<file path="src/mpc_regs.vh">
// Register map, field positions and reset values of the motor protection block
`ifndef MPC_REGS_VH
`define MPC_REGS_VH
// ----------------------------------------
// Offsets
// ----------------------------------------
`define MPC_OFS_ENABLE   8'h00
`define MPC_OFS_POLICY   8'h04
`define MPC_OFS_STATUS   8'h08
`define MPC_OFS_MASK     8'h0C
`define MPC_OFS_STATE    8'h10
`define MPC_OFS_CMPVAL   8'h14
`define MPC_OFS_FLAGS    8'h18
`define MPC_OFS_CAPTURE  8'h1C
// ----------------------------------------
// Enable register fields
// ----------------------------------------
`define MPC_EN_CL        2
`define MPC_EN_OC        3
`define MPC_EN_CMP       4
`define MPC_EN_OVF       5
`define MPC_EN_SWE       6
`define MPC_EN_SWD       7
`define MPC_EN_MASK      8'hFC
// ----------------------------------------
// Policy register fields
// ----------------------------------------
`define MPC_POL_OVF      0
`define MPC_POL_CMP      1
`define MPC_POL_OC       2
`define MPC_POL_CL       3
`define MPC_POL_SW       4
`define MPC_POL_MASK     8'h1F
// ----------------------------------------
// Reset values and brake pattern
// ----------------------------------------
`define MPC_RST_ENABLE   8'h00
`define MPC_RST_POLICY   8'h13
`define MPC_RST_CMPVAL   16'h8000
`define MPC_BRAKE_PAT    6'h15
`endif

</file>
<file path="src/mpc_top.v">
// Motor protection controller with APB register access and stall capture timer
//
// Design decisions made here: the APB slave port and the placing of the registers.
`timescale 1ns/1ns
`include "mpc_regs.vh"

// Function
// - Protect drives brake or all-off pattern
// - Fault policy follows source, releases automatically
// - Pause policy latches until software release
// - Bit 2 enables current-limit trigger
// - Current-limit resume immediate or next period
// - Bit 3 enables overcurrent, software restart only
// - Capture timer raises compare, overflow stall events
// - Bits 4,5 enable compare and overflow triggers
// - Overflow stall policy one selects pause
// - Software enable and data trigger protection
// - Software trigger policy zero fault, one pause
// - Enable bits 1,0 read zero, ignore writes
module mpc_top #(
   parameter TIMER_W = 16
) (
   // Clock and reset
   input  wire         mclk,
   input  wire         rst_n,
   // APB slave
   input  wire         psel,
   input  wire         penable,
   input  wire         pwrite,
   input  wire [7:0]   paddr,
   input  wire [31:0]  pwdata,
   output reg  [31:0]  prdata,
   output reg          pready,
   output reg          pslverr,
   // Trigger sources
   input  wire         current_limit_event,
   input  wire         overcurrent_event,
   input  wire         hall_input_a,
   input  wire         hall_input_b,
   input  wire         hall_input_c,
   input  wire         pwm_period_start,
   // Gate drive {AT,AB,BT,BB,CT,CB}
   input  wire [5:0]   pwm_gate_in,
   output reg  [5:0]   gate_out,
   output reg          protect_active,
   // Interrupt
   output reg          irq
);

   // ----------------------------------------
   // Registers
   // ----------------------------------------
   reg [7:0]          protection_enable_control;
   reg [7:0]          protection_policy_select;
   reg [4:0]          status;
   reg [4:0]          mask;
   reg                free_run_select;
   reg [TIMER_W-1:0]  capture_compare;
   reg [TIMER_W-1:0]  capture_timer;
   reg [TIMER_W-1:0]  capture_latch;
   reg [2:0]          hall_prev;
   reg                hall_valid;
   reg                stall_compare_event;
   reg                stall_overflow_event;
   reg                cl_hold;
   reg                oc_latch;
   reg                cmp_latch;
   reg                ovf_latch;
   reg                sw_latch;

   // ----------------------------------------
   // Bus decode
   // ----------------------------------------
   wire        wr_done = psel & penable & pready & pwrite;
   // Access seen without ready is answered at the next edge: one wait state
   wire        acc     = psel & penable & ~pready;
   wire [31:0] wd      = pwdata;
   wire        wr_en   = wr_done & (paddr == `MPC_OFS_ENABLE);
   wire        wr_pol  = wr_done & (paddr == `MPC_OFS_POLICY);
   wire        wr_stat = wr_done & (paddr == `MPC_OFS_STATUS);
   wire        wr_mask = wr_done & (paddr == `MPC_OFS_MASK);
   wire        wr_rel  = wr_done & (paddr == `MPC_OFS_STATE) & wd[0];
   wire        wr_cmpv = wr_done & (paddr == `MPC_OFS_CMPVAL);
   wire        wr_flag = wr_done & (paddr == `MPC_OFS_FLAGS);

   // ----------------------------------------
   // Enabled trigger sources
   // ----------------------------------------
   wire en_cl  = protection_enable_control[`MPC_EN_CL];
   wire en_oc  = protection_enable_control[`MPC_EN_OC];
   wire en_cmp = protection_enable_control[`MPC_EN_CMP];
   wire en_ovf = protection_enable_control[`MPC_EN_OVF];
   wire sw_src = protection_enable_control[`MPC_EN_SWE] &
                 protection_enable_control[`MPC_EN_SWD];
   wire pol_cl  = protection_policy_select[`MPC_POL_CL];
   wire pol_cmp = protection_policy_select[`MPC_POL_CMP];
   wire pol_sw  = protection_policy_select[`MPC_POL_SW];

   wire trig_cl  = en_cl & current_limit_event;
   wire trig_oc  = en_oc & overcurrent_event;
   wire trig_cmp = en_cmp & stall_compare_event;
   wire trig_ovf = en_ovf & stall_overflow_event;

   // Fault-policy terms act on the live source
   wire fault_cmp = trig_cmp & ~pol_cmp;
   wire fault_sw  = sw_src & ~pol_sw;
   // Pause-policy terms set a latch that only a release write clears
   wire set_cmp   = trig_cmp & pol_cmp;
   wire set_sw    = sw_src & pol_sw;

   // ----------------------------------------
   // Per-source protection requests
   // ----------------------------------------
   // Live set terms join the latches, so protection starts one edge after
   // a source is seen instead of waiting for its latch
   wire hold_cl  = cl_hold | trig_cl;
   wire hold_oc  = oc_latch | trig_oc;
   wire hold_cmp = cmp_latch | fault_cmp | set_cmp;
   wire hold_ovf = ovf_latch | trig_ovf;
   wire hold_sw  = sw_latch | fault_sw | set_sw;
   wire any_hold = hold_cl | hold_oc | hold_cmp | hold_ovf | hold_sw;

   // ----------------------------------------
   // Capture timer and stall events
   // ----------------------------------------
   wire [2:0] hall_now  = {hall_input_c, hall_input_b, hall_input_a};
   // First sample after reset only primes the history, it is not an edge
   wire       hall_edge = hall_valid & |(hall_now ^ hall_prev);
   wire       at_max    = &capture_timer;
   wire [TIMER_W-1:0] timer_inc = capture_timer + {{(TIMER_W-1){1'b0}}, 1'b1};

   always @(posedge mclk) begin
      if (!rst_n) begin
         hall_prev            <= 3'h0;
         hall_valid           <= 1'b0;
         capture_timer        <= {TIMER_W{1'b0}};
         capture_latch        <= {TIMER_W{1'b0}};
         stall_compare_event  <= 1'b0;
         stall_overflow_event <= 1'b0;
      end else begin
         hall_prev <= hall_now;
         hall_valid <= 1'b1;
         // Timer measures time between Hall transitions
         if (hall_edge) begin
            capture_latch <= capture_timer;
            capture_timer <= {TIMER_W{1'b0}};
         end else if (!at_max) begin
            capture_timer <= timer_inc;
         end
         // Slow rotor: step time passes compare value
         stall_compare_event  <= ~hall_edge & (timer_inc == capture_compare) & ~at_max;
         // Saturation fires once; rotor stopped
         stall_overflow_event <= ~hall_edge & (&timer_inc) & ~at_max;
      end
   end

   // ----------------------------------------
   // Protection holds
   // ----------------------------------------
   always @(posedge mclk) begin
      if (!rst_n) begin
         cl_hold   <= 1'b0;
         oc_latch  <= 1'b0;
         cmp_latch <= 1'b0;
         ovf_latch <= 1'b0;
         sw_latch  <= 1'b0;
      end else begin
         // Current limit: hold after flag drops until allowed to resume
         if (trig_cl)
            cl_hold <= 1'b1;
         else if (!pol_cl | pwm_period_start)
            cl_hold <= 1'b0;
         // Overcurrent always latches; undefined policy zero treated as pause
         if (trig_oc)
            oc_latch <= 1'b1;
         else if (wr_rel)
            oc_latch <= 1'b0;
         // Set wins over software release for every latch
         if (set_cmp)
            cmp_latch <= 1'b1;
         else if (wr_rel)
            cmp_latch <= 1'b0;
         // Overflow policy zero is undefined; pause is used either way
         if (trig_ovf)
            ovf_latch <= 1'b1;
         else if (wr_rel)
            ovf_latch <= 1'b0;
         if (set_sw)
            sw_latch <= 1'b1;
         else if (wr_rel)
            sw_latch <= 1'b0;
      end
   end

   // ----------------------------------------
   // Gate drive outputs
   // ----------------------------------------
   always @(posedge mclk) begin
      if (!rst_n) begin
         gate_out       <= 6'h00;
         protect_active <= 1'b0;
      end else begin
         protect_active <= any_hold;
         if (!any_hold)
            gate_out <= pwm_gate_in;
         else if (free_run_select)
            gate_out <= 6'h00;
         else
            gate_out <= `MPC_BRAKE_PAT;
      end
   end

   // ----------------------------------------
   // Sticky status and interrupt
   // ----------------------------------------
   // Events: b4 protection entry, b3 overflow, b2 compare, b1 overcurrent, b0 limit
   wire [4:0] ev_set = {any_hold & ~protect_active,
                        trig_ovf,
                        trig_cmp,
                        trig_oc,
                        trig_cl};
   wire [4:0] clr    = wr_stat ? wd[4:0] : 5'h00;
   wire [4:0] next_status = ev_set | (status & ~clr);

   always @(posedge mclk) begin
      if (!rst_n) begin
         status <= 5'h00;
         irq    <= 1'b0;
      end else begin
         status <= next_status;
         irq    <= |(next_status & mask);
      end
   end

   // ----------------------------------------
   // Register writes
   // ----------------------------------------
   always @(posedge mclk) begin
      if (!rst_n) begin
         protection_enable_control <= `MPC_RST_ENABLE;
         protection_policy_select  <= `MPC_RST_POLICY;
         mask                      <= 5'h00;
         free_run_select           <= 1'b0;
         capture_compare           <= `MPC_RST_CMPVAL;
      end else begin
         if (wr_en)
            protection_enable_control <= wd[7:0] & `MPC_EN_MASK;
         if (wr_pol)
            protection_policy_select <= wd[7:0] & `MPC_POL_MASK;
         if (wr_mask)
            mask <= wd[4:0];
         if (wr_flag)
            free_run_select <= wd[0];
         if (wr_cmpv)
            capture_compare <= wd[TIMER_W-1:0];
      end
   end

   // ----------------------------------------
   // Read path, one wait state
   // ----------------------------------------
   reg [31:0] rd_mux;
   reg        rd_err;

   // State word read back; bit 0 reads zero because release is write-only
   wire [6:0] state_word = {protect_active,
                            sw_latch,
                            ovf_latch,
                            cmp_latch,
                            oc_latch,
                            cl_hold,
                            1'b0};

   always @* begin
      rd_mux = 32'h0000_0000;
      rd_err = 1'b0;
      case (paddr)
         `MPC_OFS_ENABLE:  rd_mux[7:0] = protection_enable_control;
         `MPC_OFS_POLICY:  rd_mux[7:0] = protection_policy_select;
         `MPC_OFS_STATUS:  rd_mux[4:0] = status;
         `MPC_OFS_MASK:    rd_mux[4:0] = mask;
         `MPC_OFS_STATE:   rd_mux[6:0] = state_word;
         `MPC_OFS_CMPVAL:  rd_mux[TIMER_W-1:0] = capture_compare;
         `MPC_OFS_FLAGS:   rd_mux[0] = free_run_select;
         `MPC_OFS_CAPTURE: rd_mux[TIMER_W-1:0] = capture_latch;
         default:          rd_err = 1'b1;
      endcase
   end

   always @(posedge mclk) begin
      if (!rst_n) begin
         pready  <= 1'b0;
         pslverr <= 1'b0;
         prdata  <= 32'h0000_0000;
      end else begin
         pready  <= acc;
         // Unmapped addresses answer with the error flag; reads of them also return zero data
         pslverr <= acc & rd_err;
         if (acc & !pwrite)
            prdata <= rd_mux;
      end
   end

endmodule

</file>
<file path="config.mk">
export PLATFORM = sky130hd
export DESIGN_NAME = mpc_top
export DESIGN_NICKNAME = d
export VERILOG_FILES = /design/src/mpc_top.v
export VERILOG_INCLUDE_DIRS = /design/src
export SDC_FILE = /design/constraint.sdc
export NUM_CORES = 1
export LEC_CHECK = 0
export BUFFER_PORTS_ARGS = -buffer_cell sky130_fd_sc_hd__buf_2
export CORE_MARGIN = 4
export CORE_UTILIZATION = 55
export DETAILED_ROUTE_END_ITERATION = 8
export PLACE_DENSITY = 0.78
export SLEW_MARGIN = 40
export SYNTH_ARGS = -nofsm -noshare
export SYNTH_HDL_FRONTEND = slang
export SYNTH_SLANG_ARGS = --single-unit
</file>
<file path="constraint.sdc">
create_clock -name mclk -period 5.2 [get_ports mclk]
set_input_delay 1.04 -clock mclk [delete_from_list [all_inputs] [get_ports mclk]]
set_output_delay 1.04 -clock mclk [all_outputs]
set_load 0.02 [all_outputs]
</file>
### Word-level counts from Yosys, hierarchy flattened

Cells that the tools add are included.
W data, S select, Z words.

| word-level totals | value |
|---|---|
| bits in registers | 107 |
| bits of input ports | 57 |
| logic and storage cells | 116 |

| operators by class | value |
|---|---|
| add/subtract/negate cells | 1 |
| equality and inequality tests | 8 |
| mux-type cells | 17 |
| bitwise operators | 53 |
| reductions and logical operators | 14 |

Operators with widths:

| cell | number |
|---|---|
| $eq A8 B5 Y1 const B | 4 |
| $reduce_and A16 Y1 | 2 |
| $and A1 B1 Y1 | 29 |
| $pmux W4 S7 | 1 |
| $add A16 B1 Y16 const B | 1 |
| $eq A16 B16 Y1 | 1 |
| $eq A8 B4 Y1 const B | 2 |
| $pmux W8 S2 | 1 |
| $or A1 B1 Y1 | 12 |
| $and A5 B5 Y5 | 2 |
| $mux W5 | 2 |
| $reduce_bool A2 Y1 | 5 |
| $mux W1 | 9 |
| $eq A8 B3 Y1 const B | 1 |
| $logic_not A8 Y1 | 1 |
| $pmux W2 S4 | 1 |
| $reduce_or A8 Y1 | 1 |
| $not A1 Y1 | 7 |
| $mux W6 | 1 |
| $pmux W1 S6 | 1 |
| $not A5 Y5 | 1 |
| $or A5 B5 Y5 | 1 |
| $reduce_or A5 Y1 | 1 |
| $pmux W1 S3 | 1 |
| 4 further kinds | 5 |

### Logic depth before layout (Yosys ltp)

| depth | value |
|---|---|
| depth in word-level cells | 11 |
| depth in mapped cells | 8 |
| gate-level depth less buffers | 8 |

### Worst setup path after synthesis

No wires, ideal clock.

| timing path | value |
|---|---|
| path type | in2reg |
| start point | in paddr[4] |
| end point | reg irq |
| library setup time | 122 ps |
| data arrival time | 2815 ps |
| data required time | 5078 ps |
| path slack | 2263 ps |
| cell stages on the path | 8 |
| cells stage by stage | buf_2 or4_1 buf_2 nor4_4 nand2_1 o2bb2ai_1 and2_1 a221o_1 |

| on the way | value |
|---|---|
| longest elaborated chain between the ends | 8 |

Ends and longest elaborated chain:

| element | line | text |
|---|---|---|
| start: declaration | mpc_top.v:30 | `input wire [7:0] paddr,` |
| $eq A8 B4 Y1 | - |  |
| $and A1 B1 Y1 | mpc_top.v:80 | `` wire wr_stat = wr_done & (paddr == `MPC_OFS_STATUS); `` |
| $mux W5 | mpc_top.v:222 | `wire [4:0] clr = wr_stat ? wd[4:0] : 5'h00;` |
| $not A5 Y5 | mpc_top.v:223 | `wire [4:0] next_status = ev_set \| (status & ~clr);` |
| $and A5 B5 Y5 | mpc_top.v:223 |  |
| $or A5 B5 Y5 | mpc_top.v:223 |  |
| $and A5 B5 Y5 | mpc_top.v:231 | `irq <= \|(next_status & mask);` |
| $reduce_or A5 Y1 | mpc_top.v:231 |  |
| end signal: assignment | mpc_top.v:231 |  |
| end: declaration | mpc_top.v:47 | `output reg irq` |

Every way passes these cells.
A chain may end at the register's enable or synchronous reset.

### Worst setup path in the final report

| timing path | value |
|---|---|
| start point | in hall_input_a |
| end point | reg stall_overflow_event |

| on the way | value |
|---|---|
| longest elaborated chain between the ends | 6 |

Ends and longest elaborated chain:

| element | line | text |
|---|---|---|
| start: declaration | mpc_top.v:38 | `input wire hall_input_a,` |
| $xor A3 B3 Y3 | mpc_top.v:128 | `wire hall_edge = hall_valid & \|(hall_now ^ hall_prev);` |
| $reduce_or A3 Y1 | mpc_top.v:128 |  |
| $and A1 B1 Y1 | mpc_top.v:128 |  |
| $not A1 Y1 | mpc_top.v:153 | `stall_overflow_event <= ~hall_edge & (&timer_inc) & ~at_max;` |
| $and A1 B1 Y1 (2 in a row) | mpc_top.v:153 |  |
| end signal: assignment | mpc_top.v:153 |  |
| end: declaration | mpc_top.v:64 | `reg stall_overflow_event;` |

Every way passes these cells.

==> results.txt <==
Largest net degree at the start of global routing - 89
Final wirelength - 13.0 mm
Starting density of the core - 57.3%
Count leader, synth - dfxtp_1
Design Area, Final - 5960 um2
Final #Nets - 709
CTS Buf Count - 9
Synth Flop Type - dfxtp_1
Post-DP HPWL - 9.57 mm
Startpoint Class - input port
Largest family of logic cells by synthesized area - simple AND/OR/NAND/NOR gates
Area grow syn2layout - 11.0%
Die width - 107 um
Min Tclk post-route - 2.98 ns
Met3 WL post-DR - 677 um
CTS root buf - clkbuf_8
Vias in the first global route - 4339
Largest cells by area after synthesis - dfxtp_1 (40%), mux2i_1 (7.3%), nand2_1 (5.4%)
Post-CTS sizing - 0
Post-synth ARST share - 0%
Routed len/inst - 16.6 um
Slew @ Worst Pin - 0.707 ns
Unrepaired setup endpoints after global routing - false
Initial antenna violation count - 0
Post-CTS Setup Bufs - 0
Global route overflow - 0
Cell Pwr Density - 251 nW/um2
Outcome - finished clean
Post-Synth Simple-Gate Area - 23.6%
Hold Path Class - flop to flop
IO Count - 99
Reg clk slew, reported paths - 0.11 ns
Yosys top cell area share - 39.9%
Flop and latch count out of synthesis - 107
Final setup viols - 0
VDD IR max - 0.219 mV
Via/cell ratio - 5.77
Netlist cell types - 60
CP Max Fanout - 22
Multiplexer share of the synthesized area - 10.0%
Uppermost layer routed - met4
Diode count - 0
Max cap viols - 0
Drc violations - 0
Detailed Routing Iterations Pass 1 - 5
TNS Setup - 0 ns
Xor/xnor share of the synthesized area - 5.20%
Worst setup EP type - flop
First-pass GRT wire length - 21.5 mm
Synth Area in Compound Gates - 14.9%
Syn Area/Cell - 8.86 um2
Synth top cells by count - dfxtp_1 (107), nand2_1 (77), mux2i_1 (39)
Data arrival, critical path - 3.22 ns
Req. time, crit path - 5.44 ns
Gate Count Post-Synth - 606
Core footprint - 9370 um2
Clk_skew - 0.0131 ns
Hold Fails Final Rpt - 0
Leak - 2.30 nW
Routed length on met1 - 5.54 mm
H-tree levels - 3
CTS tree - yes
Slew headroom - 52.5%
Post-synthesis sequential area ratio - 39.9%
Fmax achieved - 336 MHz
Dpl cell area - 5740 um2
Leading area contributor after synthesis - dfxtp_1
Storage element area - 2140 um2
Die H - 107 um
Yosys warning count - 0
Cell Rows - 35
Initial drt markers - 289
Cts hold-fix bufs - 0
CTS sink cnt - 107
Number of synthesized flops with an enable pin - 0
Layout cell share with drive strength beyond 1 - 17.9%
Mapped Area - 5370 um2
Kind of critical path - input port to flop
Placer Congestion - 0.941
Layout fillers - 841
Worst-skew pair later-pin latency - 0.37 ns
Multi-input gate area - 3000 um2
Wire length on met2 - 6.57 mm
Global-route usage over all layers - 23.3%
ANT nets after route - 0
Adder-cell share of the synthesized area - 0.466%
Vias - 4525
Max-slew violation count - 0
Die ar. - 11400 um2
Final worst path period share - 57.3%
Post-layout power - 1.50 mW
Clk buf depth - 2
IO buf count - 66
[per-stage QoR]
step / utilization, % / hold slack, ns / instances / worst slack, ns
2_1_floorplan: - / 0.441 / 621 / 2.26
3_3_place_gp: 60.8 / 0.448 / 767 / 1.77
3_5_place_dp: 61.3 / 0.456 / 768 / 1.91
4_1_cts: 63.6 / 0.469 / 784 / 2.28
5_1_grt: 63.6 / 0.494 / 784 / 2.09
6_report: 63.6 / 0.466 / 784 / 2.22
[layout by cell type, fill, tap and decap left out, drive strengths merged, types with 3 or more instances in the layout]
master  Yosys  layout
xnor2      18      18
nor3       13      13
or4         6       6
o21ai      18      18
mux2i      39      39
nand3      23      23
o22ai       4       4
and4        3       3
nor4       11      11
conb        1      16
a21o        3       3
clkbuf     26      10
a31oi       5       5
a32oi       5       5
nor2       19      19
clkinv      1       3
nand3b      5       5
and2        7       7
nor2b      37      37
dfxtp     107     107
inv        12      15
a21oi      23      23
xor2       13      13
and3        6       6
nand4      11      11
mux2       13      13
a22oi       9       9
a21boi     34      34
nand2      77      77
or3         5       5
buf        27      71
[layout make-up]
cell class              instances  share of cell area, %
clock buffers                  10                   2.31
inverters                      13                  0.819
well taps                     129                   2.71
clock inverters                 6                   1.32
flip-flops and latches        107                   36.0
multi-input cells             448                   50.4
repair buffers                 71                   6.51
[worst max-delay path: stages]
cell and delay [ns]:
buf_2 0.11, xor2_1 0.16, o31ai_4 0.24, buf_4 0.34, nand2_1 0.48, nor4_1 0.43, nand2_1 0.11, nor4_1 0.29
[per-layer routing]
metal | vias to the layer above | GRT usage (%)
met2 | 140 | 40.2
met3 | 25 | 3.67
met1 | 2160 | 29.2
met4 | 0 | 8.86
met5 | - | 0
li1 | 2200 | -
[worst paths after layout]
path | from | slack, ns | cells after the start | end
hold / removal | prdata[15] | 0.47 | 2 | prdata[15]
hold reg to reg | prdata[15] | 0.47 | 2 | prdata[15]
setup / recovery | hall_input_a | 2.22 | 8 | stall_overflow_event
setup reg to reg | capture_timer[0] | 2.29 | 7 | stall_compare_event
[flip-flops by register name (all words and copies together) (netlist names), 6 cells and up]
register and cells:
capture_timer 16, gate_out 6, prdata 16, capture_compare 16, protection_enable_control 6, capture_latch 16
[power breakdown]
part	total [mW]	switching [mW]	internal (mW)
registers	0.831	0.00504	0.826
clock network	0.552	0.305	0.246
logic	0.112	0.0703	0.0420
[cell families after synthesis]
kind of cell,Yosys count
compound gates,117
xor+xnor,31
fa+ha+maj,2
buf+inv,66
flops,107
mux,52
other cells,1
simple gates,230
(Power assumes the default switching activity.)
